==> config.mk <==
export PLATFORM = sky130hd
export DESIGN_NAME = serial_txrx
export DESIGN_NICKNAME = d
export VERILOG_FILES = /design/src/include/serial_pkg.sv /design/src/include/frame_if.sv /design/src/hw/serial_txrx.sv /design/src/hw/serial_rx_shift.sv
export SDC_FILE = /design/constraint.sdc
export NUM_CORES = 1
export LEC_CHECK = 0
export BUFFER_PORTS_ARGS = -buffer_cell sky130_fd_sc_hd__buf_2
export CELL_PAD_IN_SITES_DETAIL_PLACEMENT = 1
export CELL_PAD_IN_SITES_GLOBAL_PLACEMENT = 2
export CORE_ASPECT_RATIO = 1.5
export CORE_MARGIN = 3
export CORE_UTILIZATION = 38
export CTS_BUF_LIST = sky130_fd_sc_hd__clkbuf_2 sky130_fd_sc_hd__clkbuf_4 sky130_fd_sc_hd__clkbuf_8
export DETAILED_ROUTE_END_ITERATION = 7
export PLACE_DENSITY = 0.8
export RECOVER_POWER = 100
export SYNTH_ARGS = -nofsm -noshare
export SYNTH_HDL_FRONTEND = slang
export SYNTH_HIERARCHICAL = 1
export SYNTH_SLANG_ARGS = --single-unit
==> constraint.sdc <==
create_clock -name clk -period 3.3 [get_ports clk]
set_input_delay 0.495 -clock clk [delete_from_list [all_inputs] [get_ports clk]]
set_output_delay 0.495 -clock clk [all_outputs]
set_load 0.005 [all_outputs]
==> src/include/serial_pkg.sv <==
// Constants and types shared by the serial transceiver data paths.
// Assumes a 100 MHz system clock and a plain strobe register port.
package serial_pkg;
    // Register offsets
    localparam logic [2:0] ADDR_DATA     = 3'h0;
    localparam logic [2:0] ADDR_STATUS_A = 3'h1;
    localparam logic [2:0] ADDR_CTRL_B   = 3'h2;
    localparam logic [2:0] ADDR_CTRL_C   = 3'h3;
    localparam logic [2:0] ADDR_BAUD     = 3'h4;
    // Status A bits
    localparam int RXC_POS  = 7;
    localparam int TXC_POS  = 6;
    localparam int UDRE_POS = 5;
    localparam int FE_POS   = 4;
    localparam int DOR_POS  = 3;
    localparam int UPE_POS  = 2;
    // Control B bits
    localparam int RXEN_POS  = 4;
    localparam int TXEN_POS  = 3;
    localparam int RX8_POS   = 1;
    localparam int TX8_POS   = 0;
    localparam int TXCIE_POS = 6;
    localparam int UDRIE_POS = 5;
    // Control C bits: [7] sync, [5] parity on, [4] odd, [3] two stop,
    // [2:0] character size code
    localparam int SYNC_POS = 7;
    localparam int PEN_POS  = 5;
    localparam int PODD_POS = 4;
    localparam int STOP_POS = 3;
    localparam logic [2:0] SIZE_NINE = 3'h7;
    // Reset values
    localparam logic [7:0] CTRL_C_RESET = 8'h06;
    localparam logic [7:0] BAUD_RESET   = 8'h0F;
    localparam int RX_DEPTH = 2;
    // Receive buffer entry: ninth bit, errors, data
    typedef struct packed {
        logic       ninth;
        logic       fe;
        logic       dor;
        logic       upe;
        logic [7:0] data;
    } rx_entry_s;
endpackage

==> src/include/frame_if.sv <==
// Frame format bundle passed from the register file to the receiver.
// Assumes both ends run on the same system clock.
`timescale 1ns/10ps
interface frame_if;
    import serial_pkg::*;
    logic       enable;
    logic       bit_tick;
    logic       rxd;
    logic [3:0] nbits;
    logic       par_en;
    logic       par_odd;
    logic       done;
    rx_entry_s  entry;
    modport ctrl (output enable, bit_tick, rxd, nbits, par_en, par_odd,
                  input done, entry);
    modport rx   (input enable, bit_tick, rxd, nbits, par_en, par_odd,
                  output done, entry);
endinterface

==> src/hw/serial_txrx.sv <==
// Serial transceiver data paths with register port and flags.
// Assumes the CPU honours strobe timing and pins are synchronous.
//
// Overview of operation
// - Buffer-empty flag is set while transmit buffer holds nothing pending.
// - Buffer-empty interrupt requested while flag and its enable are set.
// - Writing data register clears the buffer-empty flag.
// - Transmit-complete set when frame sent and buffer empty.
// - Transmit-complete clears on interrupt service or writing one.
// - Transmit-complete interrupt raised when flag sets and enabled.
// - Parity bit inserted after last data bit when parity enabled.
// - Transmitter disable waits until shifter and buffer are empty.
// - Receive enable hands the receive pin to the receiver.
// - Synchronous mode uses external transfer clock for both directions.
// - Receiver samples after start bit until first stop bit.
// - Completed frame moves from shifter into receive buffer.
// - Unused high bits of short received characters read zero.
// - Ninth bit and error flags stored per buffer entry.
// - Shifter loads buffer when idle or right after last stop bit.
// - High bits beyond character size ignored on transmit.
// - Receive-complete shows unread data; disabling receiver flushes.
// - Two-entry receive buffer; overrun on third frame plus start bit.
`timescale 1ns/10ps
module serial_txrx
    import serial_pkg::*;
(
    input  wire logic       clk,
    input  wire logic       reset,
    input  wire logic [2:0] addr,
    input  wire logic [7:0] wdata,
    input  wire logic       wr,
    input  wire logic       rd,
    output logic      [7:0] rdata,
    input  wire logic       rxd_pin,
    output logic            txd_out,
    output logic            txd_oe_n,
    output logic            tx_port_release,
    output logic            rx_port_release,
    input  wire logic       ext_transfer_clock,
    input  wire logic       tx_complete_ack,
    output logic            tx_buffer_empty_irq,
    output logic            tx_complete_irq
);
    typedef enum logic [2:0] {
        TX_IDLE, TX_LOAD, TX_START, TX_DATA, TX_PAR, TX_STOP
    } tx_st_e;

    typedef struct packed {
        logic [7:0] rdata;
        logic [7:0] ctrl_b;
        logic [7:0] ctrl_c;
        logic [7:0] baud;
        logic [7:0] div;
        logic       xck_d;
        logic [8:0] tx_buf;
        logic       tx_buf_full;
        logic       tx_complete_flag;
        logic       tx_active;
        tx_st_e     tx_st;
        logic [8:0] tx_sh;
        logic [3:0] tx_cnt;
        logic       tx_par;
        logic       tx_stop2;
        logic       txd;
        rx_entry_s [RX_DEPTH-1:0] fifo;
        logic [1:0] fifo_cnt;
        logic       held_valid;
        rx_entry_s  held;
        logic       rx_busy_d;
    } top_state_s;
    top_state_s s_reg, s_next;

    frame_if fr ();

    logic       tx_enable_bit, rx_enable_bit, sync_mode;
    logic       bit_tick, xck_rise;
    logic [3:0] nbits;
    logic       tx_buffer_empty_flag, rx_complete_flag;
    logic       rd_data, start_seen;
    rx_entry_s  head;

    // Number of data bits from the size code
    function automatic logic [3:0] size_bits(input logic [2:0] code);
        if (code == SIZE_NINE) begin
            size_bits = 4'h9;
        end else begin
            size_bits = {1'b0, code} + 4'h5;
        end
    endfunction

    assign tx_enable_bit        = s_reg.ctrl_b[TXEN_POS];
    assign rx_enable_bit        = s_reg.ctrl_b[RXEN_POS];
    assign sync_mode            = s_reg.ctrl_c[SYNC_POS];
    assign nbits                = size_bits(s_reg.ctrl_c[2:0]);
    assign tx_buffer_empty_flag = !s_reg.tx_buf_full;
    assign rx_complete_flag     = s_reg.fifo_cnt != 2'h0;
    assign head                 = s_reg.fifo[0];
    assign rd_data              = rd && addr == ADDR_DATA;
    assign xck_rise             = ext_transfer_clock && !s_reg.xck_d;
    // Bit rate from divider, or transfer clock edges when synchronous
    assign bit_tick = sync_mode ? xck_rise
                                : (s_reg.div == 8'h00);
    // Start bit seen while a character is parked behind a full buffer
    assign start_seen = rx_enable_bit && bit_tick && !rxd_pin &&
                        s_reg.held_valid;

    // Receive shifter hookup
    assign fr.enable   = rx_enable_bit && !s_reg.held_valid;
    assign fr.bit_tick = bit_tick;
    assign fr.rxd      = rx_enable_bit ? rxd_pin : 1'b1;
    assign fr.nbits    = nbits;
    assign fr.par_en   = s_reg.ctrl_c[PEN_POS];
    assign fr.par_odd  = s_reg.ctrl_c[PODD_POS];

    serial_rx_shift u_rx (
        .clk   (clk),
        .reset (reset),
        .fr    (fr)
    );

    // Whole next-state computation
    always_comb begin
        rx_entry_s inc;
        logic      pop;
        inc          = fr.entry;
        pop          = 1'b0;
        s_next       = s_reg;
        s_next.xck_d = ext_transfer_clock;
        s_next.div   = (s_reg.div == 8'h00) ? s_reg.baud : s_reg.div - 8'h01;

        // Register writes
        if (wr) begin
            case (addr)
                ADDR_DATA: begin
                    s_next.tx_buf      = {s_reg.ctrl_b[TX8_POS], wdata};
                    s_next.tx_buf_full = 1'b1;
                end
                ADDR_STATUS_A: if (wdata[TXC_POS]) begin
                    s_next.tx_complete_flag = 1'b0;
                end
                ADDR_CTRL_B: begin
                    // Received ninth bit is read-only
                    s_next.ctrl_b = {wdata[7:2], s_reg.ctrl_b[1], wdata[0]};
                end
                ADDR_CTRL_C: s_next.ctrl_c = wdata;
                ADDR_BAUD:   s_next.baud   = wdata;
                default: ;
            endcase
        end
        if (tx_complete_ack) begin
            s_next.tx_complete_flag = 1'b0;
        end
        // Transmitter stays driving until all pending data is out
        if (s_next.ctrl_b[TXEN_POS]) begin
            s_next.tx_active = 1'b1;
        end else if (!s_reg.tx_buf_full && s_reg.tx_st == TX_IDLE) begin
            s_next.tx_active = 1'b0;
        end

        // Transmit shifter
        if (bit_tick) begin
            case (s_reg.tx_st)
                TX_IDLE: s_next.txd = 1'b1;
                TX_LOAD: begin
                    // Start bit waits for a tick so it lasts a full bit
                    s_next.txd   = 1'b0;
                    s_next.tx_st = TX_START;
                end
                TX_START: begin
                    s_next.txd   = s_reg.tx_sh[0];
                    s_next.tx_sh = {1'b0, s_reg.tx_sh[8:1]};
                    s_next.tx_st = TX_DATA;
                end
                TX_DATA: begin
                    if (s_reg.tx_cnt == 4'h1) begin
                        s_next.txd   = s_reg.ctrl_c[PEN_POS] ? s_reg.tx_par
                                                             : 1'b1;
                        s_next.tx_st = s_reg.ctrl_c[PEN_POS] ? TX_PAR
                                                             : TX_STOP;
                        s_next.tx_stop2 = s_reg.ctrl_c[STOP_POS];
                    end else begin
                        s_next.txd   = s_reg.tx_sh[0];
                        s_next.tx_sh = {1'b0, s_reg.tx_sh[8:1]};
                    end
                    s_next.tx_cnt = s_reg.tx_cnt - 4'h1;
                end
                TX_PAR: begin
                    s_next.txd   = 1'b1;
                    s_next.tx_st = TX_STOP;
                end
                TX_STOP: begin
                    if (s_reg.tx_stop2) begin
                        s_next.tx_stop2 = 1'b0;
                    end else begin
                        s_next.tx_st = TX_IDLE;
                        if (!s_reg.tx_buf_full) begin
                            s_next.tx_complete_flag = 1'b1;
                        end
                    end
                end
                default: s_next.tx_st = TX_IDLE;
            endcase
        end
        // Load shifter when idle or right at the end of the last stop bit
        if (s_reg.tx_buf_full && s_reg.tx_active &&
            (s_reg.tx_st == TX_IDLE ||
             (bit_tick && s_reg.tx_st == TX_STOP && !s_reg.tx_stop2))) begin
            // Mask bits above the character size
            s_next.tx_sh = s_reg.tx_buf & ((9'h001 << nbits) - 9'h001);
            s_next.tx_par = s_reg.ctrl_c[PODD_POS] ^
                            (^(s_reg.tx_buf & ((9'h001 << nbits) - 9'h001)));
            s_next.tx_cnt      = nbits;
            s_next.tx_st       = bit_tick ? TX_START : TX_LOAD;
            s_next.tx_buf_full = wr && addr == ADDR_DATA;
            if (bit_tick) begin
                s_next.txd   = 1'b0;
                s_next.tx_sh = s_reg.tx_buf & ((9'h001 << nbits) - 9'h001);
            end
        end
        if (s_reg.tx_st == TX_START && bit_tick) begin
            s_next.txd = s_reg.tx_sh[0];
        end

        // Receive buffer: pop on data read, push completed frames
        if (rd_data && s_reg.fifo_cnt != 2'h0) begin
            pop         = 1'b1;
            s_next.fifo[0]  = s_reg.fifo[1];
            s_next.fifo[1]  = '0;
            s_next.fifo_cnt = s_reg.fifo_cnt - 2'h1;
        end
        if (start_seen) begin
            s_next.held.dor = 1'b1;
        end
        if (fr.done) begin
            s_next.held       = inc;
            s_next.held_valid = 1'b1;
        end
        if (s_reg.held_valid && s_next.fifo_cnt != 2'(RX_DEPTH)) begin
            s_next.fifo[s_next.fifo_cnt[0]] = s_reg.held;
            s_next.fifo_cnt   = s_next.fifo_cnt + 2'h1;
            s_next.held_valid = 1'b0;
        end
        s_next.rx_busy_d = pop;
        if (!rx_enable_bit) begin
            s_next.fifo_cnt   = 2'h0;
            s_next.held_valid = 1'b0;
            s_next.held       = '0;
        end

        // Read data, one cycle after the strobe
        s_next.rdata = 8'h00;
        if (rd) begin
            case (addr)
                ADDR_DATA: s_next.rdata = rx_complete_flag ? head.data
                                                           : 8'h00;
                ADDR_STATUS_A: begin
                    s_next.rdata[RXC_POS]  = rx_complete_flag;
                    s_next.rdata[TXC_POS]  = s_reg.tx_complete_flag;
                    s_next.rdata[UDRE_POS] = tx_buffer_empty_flag;
                    s_next.rdata[FE_POS]   = rx_complete_flag & head.fe;
                    s_next.rdata[DOR_POS]  = rx_complete_flag & head.dor;
                    s_next.rdata[UPE_POS]  = rx_complete_flag & head.upe;
                end
                ADDR_CTRL_B: begin
                    s_next.rdata = s_reg.ctrl_b;
                    s_next.rdata[RX8_POS] = rx_complete_flag & head.ninth;
                end
                ADDR_CTRL_C: s_next.rdata = s_reg.ctrl_c;
                ADDR_BAUD:   s_next.rdata = s_reg.baud;
                default:     s_next.rdata = 8'h00;
            endcase
        end
        // Completion set by a final stop bit wins over a same-cycle clear
        if (bit_tick && s_reg.tx_st == TX_STOP && !s_reg.tx_stop2 &&
            !s_reg.tx_buf_full) begin
            s_next.tx_complete_flag = 1'b1;
        end
    end

    // State register
    always_ff @(posedge clk or posedge reset) begin
        if (reset) begin
            s_reg        <= '0;
            s_reg.ctrl_c <= CTRL_C_RESET;
            s_reg.baud   <= BAUD_RESET;
            s_reg.txd    <= 1'b1;
        end else begin
            s_reg <= s_next;
        end
    end

    // Outputs; interrupt requests stand as levels for the CPU core
    assign rdata               = s_reg.rdata;
    assign txd_out             = s_reg.tx_active ? s_reg.txd : 1'b1;
    assign txd_oe_n            = !s_reg.tx_active;
    assign tx_port_release     = !s_reg.tx_active;
    assign rx_port_release     = !rx_enable_bit;
    assign tx_buffer_empty_irq = tx_buffer_empty_flag &
                                 s_reg.ctrl_b[UDRIE_POS];
    assign tx_complete_irq     = s_reg.tx_complete_flag &
                                 s_reg.ctrl_b[TXCIE_POS];
endmodule

==> src/hw/serial_rx_shift.sv <==
// Receive shifter: start detect, bit sampling, parity check.
// Assumes bit_tick is one pulse per bit period and rxd is synchronous.
`timescale 1ns/10ps
module serial_rx_shift
    import serial_pkg::*;
(
    input  wire logic clk,
    input  wire logic reset,
    frame_if.rx       fr
);
    typedef enum logic [1:0] {RX_IDLE, RX_DATA, RX_PAR, RX_STOP} rx_st_e;
    typedef struct packed {
        rx_st_e     st;
        logic [3:0] cnt;
        logic [8:0] sh;
        logic       par;
        logic       done;
        rx_entry_s  entry;
    } rx_state_s;
    rx_state_s s_reg, s_next;

    // Sample on bit tick; stop bit alone finishes the frame
    always_comb begin
        s_next      = s_reg;
        s_next.done = 1'b0;
        if (!fr.enable) begin
            s_next.st = RX_IDLE;
        end else if (fr.bit_tick) begin
            case (s_reg.st)
                RX_IDLE: if (!fr.rxd) begin
                    s_next.st  = RX_DATA;
                    s_next.cnt = 4'h0;
                    s_next.sh  = 9'h000;
                    s_next.par = fr.par_odd;
                end
                RX_DATA: begin
                    s_next.sh  = {fr.rxd, s_reg.sh[8:1]};
                    s_next.par = s_reg.par ^ fr.rxd;
                    s_next.cnt = s_reg.cnt + 4'h1;
                    if (s_reg.cnt + 4'h1 == fr.nbits) begin
                        s_next.st = fr.par_en ? RX_PAR : RX_STOP;
                    end
                end
                RX_PAR: begin
                    s_next.par = s_reg.par ^ fr.rxd;
                    s_next.st  = RX_STOP;
                end
                RX_STOP: begin
                    // Second stop bit is never waited for
                    s_next.st          = RX_IDLE;
                    s_next.done        = 1'b1;
                    s_next.entry.fe    = !fr.rxd;
                    s_next.entry.upe   = fr.par_en & s_reg.par;
                    s_next.entry.dor   = 1'b0;
                    // Right-align, unused high bits become zero
                    s_next.entry.data  = 8'(s_reg.sh >> (4'h9 - fr.nbits));
                    // Ninth bit only exists in nine-bit frames
                    s_next.entry.ninth = (fr.nbits == 4'h9) &
                                         s_reg.sh[8];
                end
                default: s_next.st = RX_IDLE;
            endcase
        end
    end

    always_ff @(posedge clk or posedge reset) begin
        if (reset) begin
            s_reg <= '0;
        end else begin
            s_reg <= s_next;
        end
    end

    assign fr.done  = s_reg.done;
    assign fr.entry = s_reg.entry;
endmodule

# Yosys cells after proc, flatten, opt, wreduce, memory -nomap -nowiden
# Index checks and enable logic that the tools add are counted.
# Widths: inputs -> output; s select.
[word_totals]
latchBits = 0
wordCells = 214
register_bits = 138
memories = 0
mem_bits_rw = 0
mem_bits_ro = 0
[op_classes]
shifts = 2
n_div = 0
addsub = 8
reduce_logical = 56
muxes = 63
multipliers = 0
bitwise = 11
eq_ne = 29
magnitude_cmp = 2
[op_table]
columns = ["cell", "n"]
rows = [
  ["$mux 8", 5],
  ["$mux 13", 3],
  ["$mux 16", 2],
  ["$pmux 6 s5", 1],
  ["$mux 29", 1],
  ["$mux 27", 1],
  ["$mux 26", 1],
  ["$pmux 13 s2", 1],
  ["$mux 1", 25],
  ["$bwmux 24", 1],
  ["$mux 20", 1],
  ["$pmux 3 s6", 1],
  ["$pmux 9 s2", 1],
  ["$reduce_bool 2->1", 9],
  ["$logic_and 1x1->1", 17],
  ["$mux 17", 1],
  ["$pmux 2 s4", 2],
  ["$mux 15", 1],
  ["$ne 3x3->1 const B", 5],
  ["$demux 12 s1", 1],
  ["$eq 3x2->1 const B", 4],
  ["$eq 3x3->1 const B", 4],
  ["$mux 12", 1],
  ["$mux 4", 3],
  ["other kinds (40)", 79],
]

# Longest topological paths before layout
[depth]
word_depth = 11
mapped_depth = 14
depth_no_buf = 13

# By module
# Netlist, hierarchy kept.
[modules_own_cells]
columns = ["module", "cells_each", "area_each_um2", "instances"]
rows = [
  ["serial_txrx", 562, 5621.6, 1],
  ["serial_rx_shift", 167, 1636.6, 1],
]

# Worst setup path after synthesis
# No wires, ideal clock.
[synth_timing]
path_type = "flip-flop to flip-flop"
startpoint = "reg s_reg[89] (netlist name)"
endpoint = "reg s_reg[42] (netlist name)"
path_buffers = 1
arrival_time_ns = 2.697
required_time_ns = 3.168
stages_incl_launch_ff = 11
setup_slack_ns = 0.470
setup_ns = 0.132
synth_period_minus_slack_ns = 2.830
cell_sequence = "dfstp_2 -> buf_2 -> inv_1 -> ha_1 -> or3_4 -> o21a_1 -> a31o_1 -> a222oi_1 -> xnor3_1 -> xnor3_1 -> o21ai_1"
[synth_between]
elab_chain_cells = 7
[synth_lines]
columns = ["item", "line", "rtl"]
rows = [
  ["start, declared", "serial_txrx.sv:71", "top_state_s s_reg, s_next;"],
  ["start signal, assigned", "serial_txrx.sv:288", "s_reg <= s_next;"],
  ["$add 3x3->4 or $eq 3x3->1 (tied branches)", "serial_txrx.sv:87, serial_txrx.sv:84", ""],
  ["$mux 4 (*)", "serial_txrx.sv:84", "if (code == SIZE_NINE) begin"],
  ["$shl 1x4->9 (*)", "serial_txrx.sv:211", "(^(s_reg.tx_buf & ((9'h001 << nbits) - 9'h001)));"],
  ["$sub 9x1->9 (*)", "serial_txrx.sv:211", ""],
  ["$and 9x9->9 (*)", "serial_txrx.sv:211", ""],
  ["$reduce_xor 9->1 (*)", "serial_txrx.sv:211", ""],
  ["$xor 1x1->1 (*)", "serial_txrx.sv:210", "s_next.tx_par = s_reg.ctrl_c[PODD_POS] ^"],
]
# Every way passes the cells marked *; elsewhere a longest branch is shown, timed or not.
# A chain may end at the register's enable or synchronous reset.

# Worst setup path after layout
# Ends and elaborated chain as after synthesis.

==> flow_metrics.tcl <==
set metrics [dict create \
    status "complete, but fails checks" \
    violations "max-capacitance violations, max-slew violations" \
    grt_pass1_vias 6054 \
    r2r_start "s_reg[89]" \
    synth_top_flop_cell "dfrtp_1" \
    yosysUniqueCellTypes 70 \
    critPathKind "reg -> reg" \
    h-tree-depth 4 \
    tns_ns 0 \
    seq_area_um2 3460 \
    fin_crit_ns 3.07 \
    port_buffers 31 \
    start_util_pct 39.0 \
    netlist_area_um2 7260 \
    dieArea_um2 20800 \
    ys_seq_elements 138 \
    mostFrequentLayoutCells "131 x dfrtp_1, 83 x nand2_1, 69 x nor2_1" \
    synth_seq_area_share_pct 47.7 \
    drc 0 \
    whs_path_depth 1 \
    cts_num_sinks 138 \
    drtAntennaViolNets 0 \
    cts_root_buffer "clkbuf_8" \
    synth_top_area_cell "dfrtp_1" \
    ir_worst_vdd_mv 0.260 \
    first_iter_violations 284 \
    rsz0062_at_grt "no" \
    cts.clk_slew.worst_paths_ns 0.08 \
    hold_path_end "s_reg[71]" \
    cts_inserted_buffers 17 \
    synth-edff-count 0 \
    hold_slack_ns 0.180 \
    setup_violations 0 \
    synth-async-reset-ratio_pct 100 \
    synth_top_family_by_area "simple AND/OR/NAND/NOR gates" \
    grt_max_degree 55 \
    num_antenna_cells 0 \
    core_um2 18600 \
    maxCapViolations 2 \
    yosys_warnings 6 \
    clock_latency_ns 0.44 \
    routabilityCongestion 0.861 \
    start_kind "flip-flop" \
    largest_register_ffs 86 \
    grt_pass1_wl_um 31800 \
    io_pins 32 \
    layout_commonest_cell "dfrtp_1" \
    final_max_slew_viol_count 46 \
    critPathCaptureType "flip-flop" \
    vias_per_cell 5.39 \
    antenna_found_initial 0 \
    r2r_cells 8 \
    period_share_pct 93.1 \
    cts_tree "done" \
    final_nets 784 \
    die_w_um 119 \
    area_growth_pct 9.71 \
    clock.fmax_mhz 325 \
    p_per_area_nw_per_um2 650 \
    synth_xor_xnor_area_share_pct 3.40 \
    worstHoldStart "ext_transfer_clock" \
    routed_wl_um 19200 \
    cts_resized 0 \
    vias 5475 \
    hold_violations 0 \
    multi_input_area_um2 3340 \
    die_h_um 175 \
    hold_class "in -> reg" \
    yosys.area_share.adder_pct 2.59 \
    syn-num-nets 762 \
    cp_max_fo 11 \
    grt_usage_pct 19.2 \
    n_fill_cell 2164 \
    worstMarginPinSlew_ns 1.65 \
    syn_area_per_cell_um2 9.96 \
    p_leak_uw 0.00363 \
    overflow 0 \
    crit_required_ns 3.67 \
    syn-instance-count 729 \
    r2r_slack_ns 0.23 \
    reg2reg_to "s_reg[42]" \
    cts_hold_buffers 0 \
    routedWlPerCell_um 18.9 \
    worstPathArrival_ns 3.44 \
    hpwl_um 14200 \
    muxShareOfSynthArea_pct 10.3 \
    synth_area_leaders "dfrtp_1 45%, mux2_2 5.4%, mux2i_1 4.8%" \
    final_util_pct 42.8 \
    post_cts.repair.setup_buffers 0 \
    first_pass_iters 4 \
    synth-simple-area-share_pct 15.1 \
    synth_top_area_share_pct 45.2 \
    drive_gt1_share_pct 15.3 \
    max-slew-margin-rel_pct -10.5 \
    rows 61 \
    cts.path.max_buffers 2 \
    synth_compound_area_share_pct 15.0 \
    fin_skew_ns 0.0139 \
]
## Yosys cell counts, drive strengths merged, types with 13 or more instances
| cell type | number |
|---|---|
| a22o | 14 |
| mux2 | 35 |
| nor2b | 13 |
| dfrtp | 131 |
| nand3 | 13 |
| buf | 30 |
| nor2 | 69 |
| inv | 32 |
| a21oi | 40 |
| xnor2 | 13 |
| mux2i | 35 |
| clkbuf | 23 |
| o21ai | 54 |
| nand2 | 83 |
| ha | 15 |
## critical path, stage by stage (launching register included)
cell and delay, ns:
dfstp_2 0.64, ha_1 0.38, or3_4 0.39, o21ai_0 0.09, o21ai_0 0.15, a222oi_1 0.48
xnor3_1 0.40, xnor3_1 0.36, o21ai_1 0.12
## cell type report
cell class / instances / area share (%)
clock buffer: 18 / 3.11
clock inverter: 14 / 2.14
inverter: 34 / 1.62
multi-input combinational: 504 / 42.0
sequential: 138 / 43.5
tap: 252 / 3.96
timing repair buffer: 56 / 3.69
## worst max path at each step
stage	to	slack, ns	start	depth (start not counted)
floorplan	s_reg[42]	0.47	s_reg[89]	10
global placement	s_reg[42]	0.37	s_reg[89]	8
detailed placement	s_reg[42]	0.20	s_reg[89]	8
CTS	s_reg[42]	0.19	s_reg[89]	8
global route	s_reg[42]	0.01	s_reg[89]	8
finish	s_reg[42]	0.23	s_reg[89]	8
## layer usage
layer  track usage [%]  routed length [um]  share of wire [%]
met5                 0                   0                  0
met3              3.25                 461                2.4
met1              21.5                7750                 40
met2              36.8               10700                 55
met4              6.09                 379                2.0
## per-stage QoR
step / area (um^2) / worst slack (ns) / std cells / total power (uW)
floorplan: 7260 / 0.470 / 729 / 3310
detailed placement: 7640 / 0.202 / 984 / 3770
global route: 7960 / 0.0125 / 1016 / 5510
finish: 7960 / 0.228 / 1016 / 5170
CTS: 8050 / 0.195 / 1016 / 5270
global placement: 7640 / 0.372 / 984 / 3690
## where the power goes
part / leakage [uW] / switching (uW) / internal (uW) / total, uW
Sequential: 0.00179 / 294 / 1980 / 2280
Combinational: 0.00163 / 775 / 650 / 1430
Clock: 0.000213 / 698 / 771 / 1470
## logic make-up after synthesis
family          after synthesis
mux                          70
buf+inv                      87
xor+xnor                     21
compound gates              167
fa+ha+maj                    15
other cells                   1
simple gates                230
flops                       138
(Power assumes the default switching activity.)
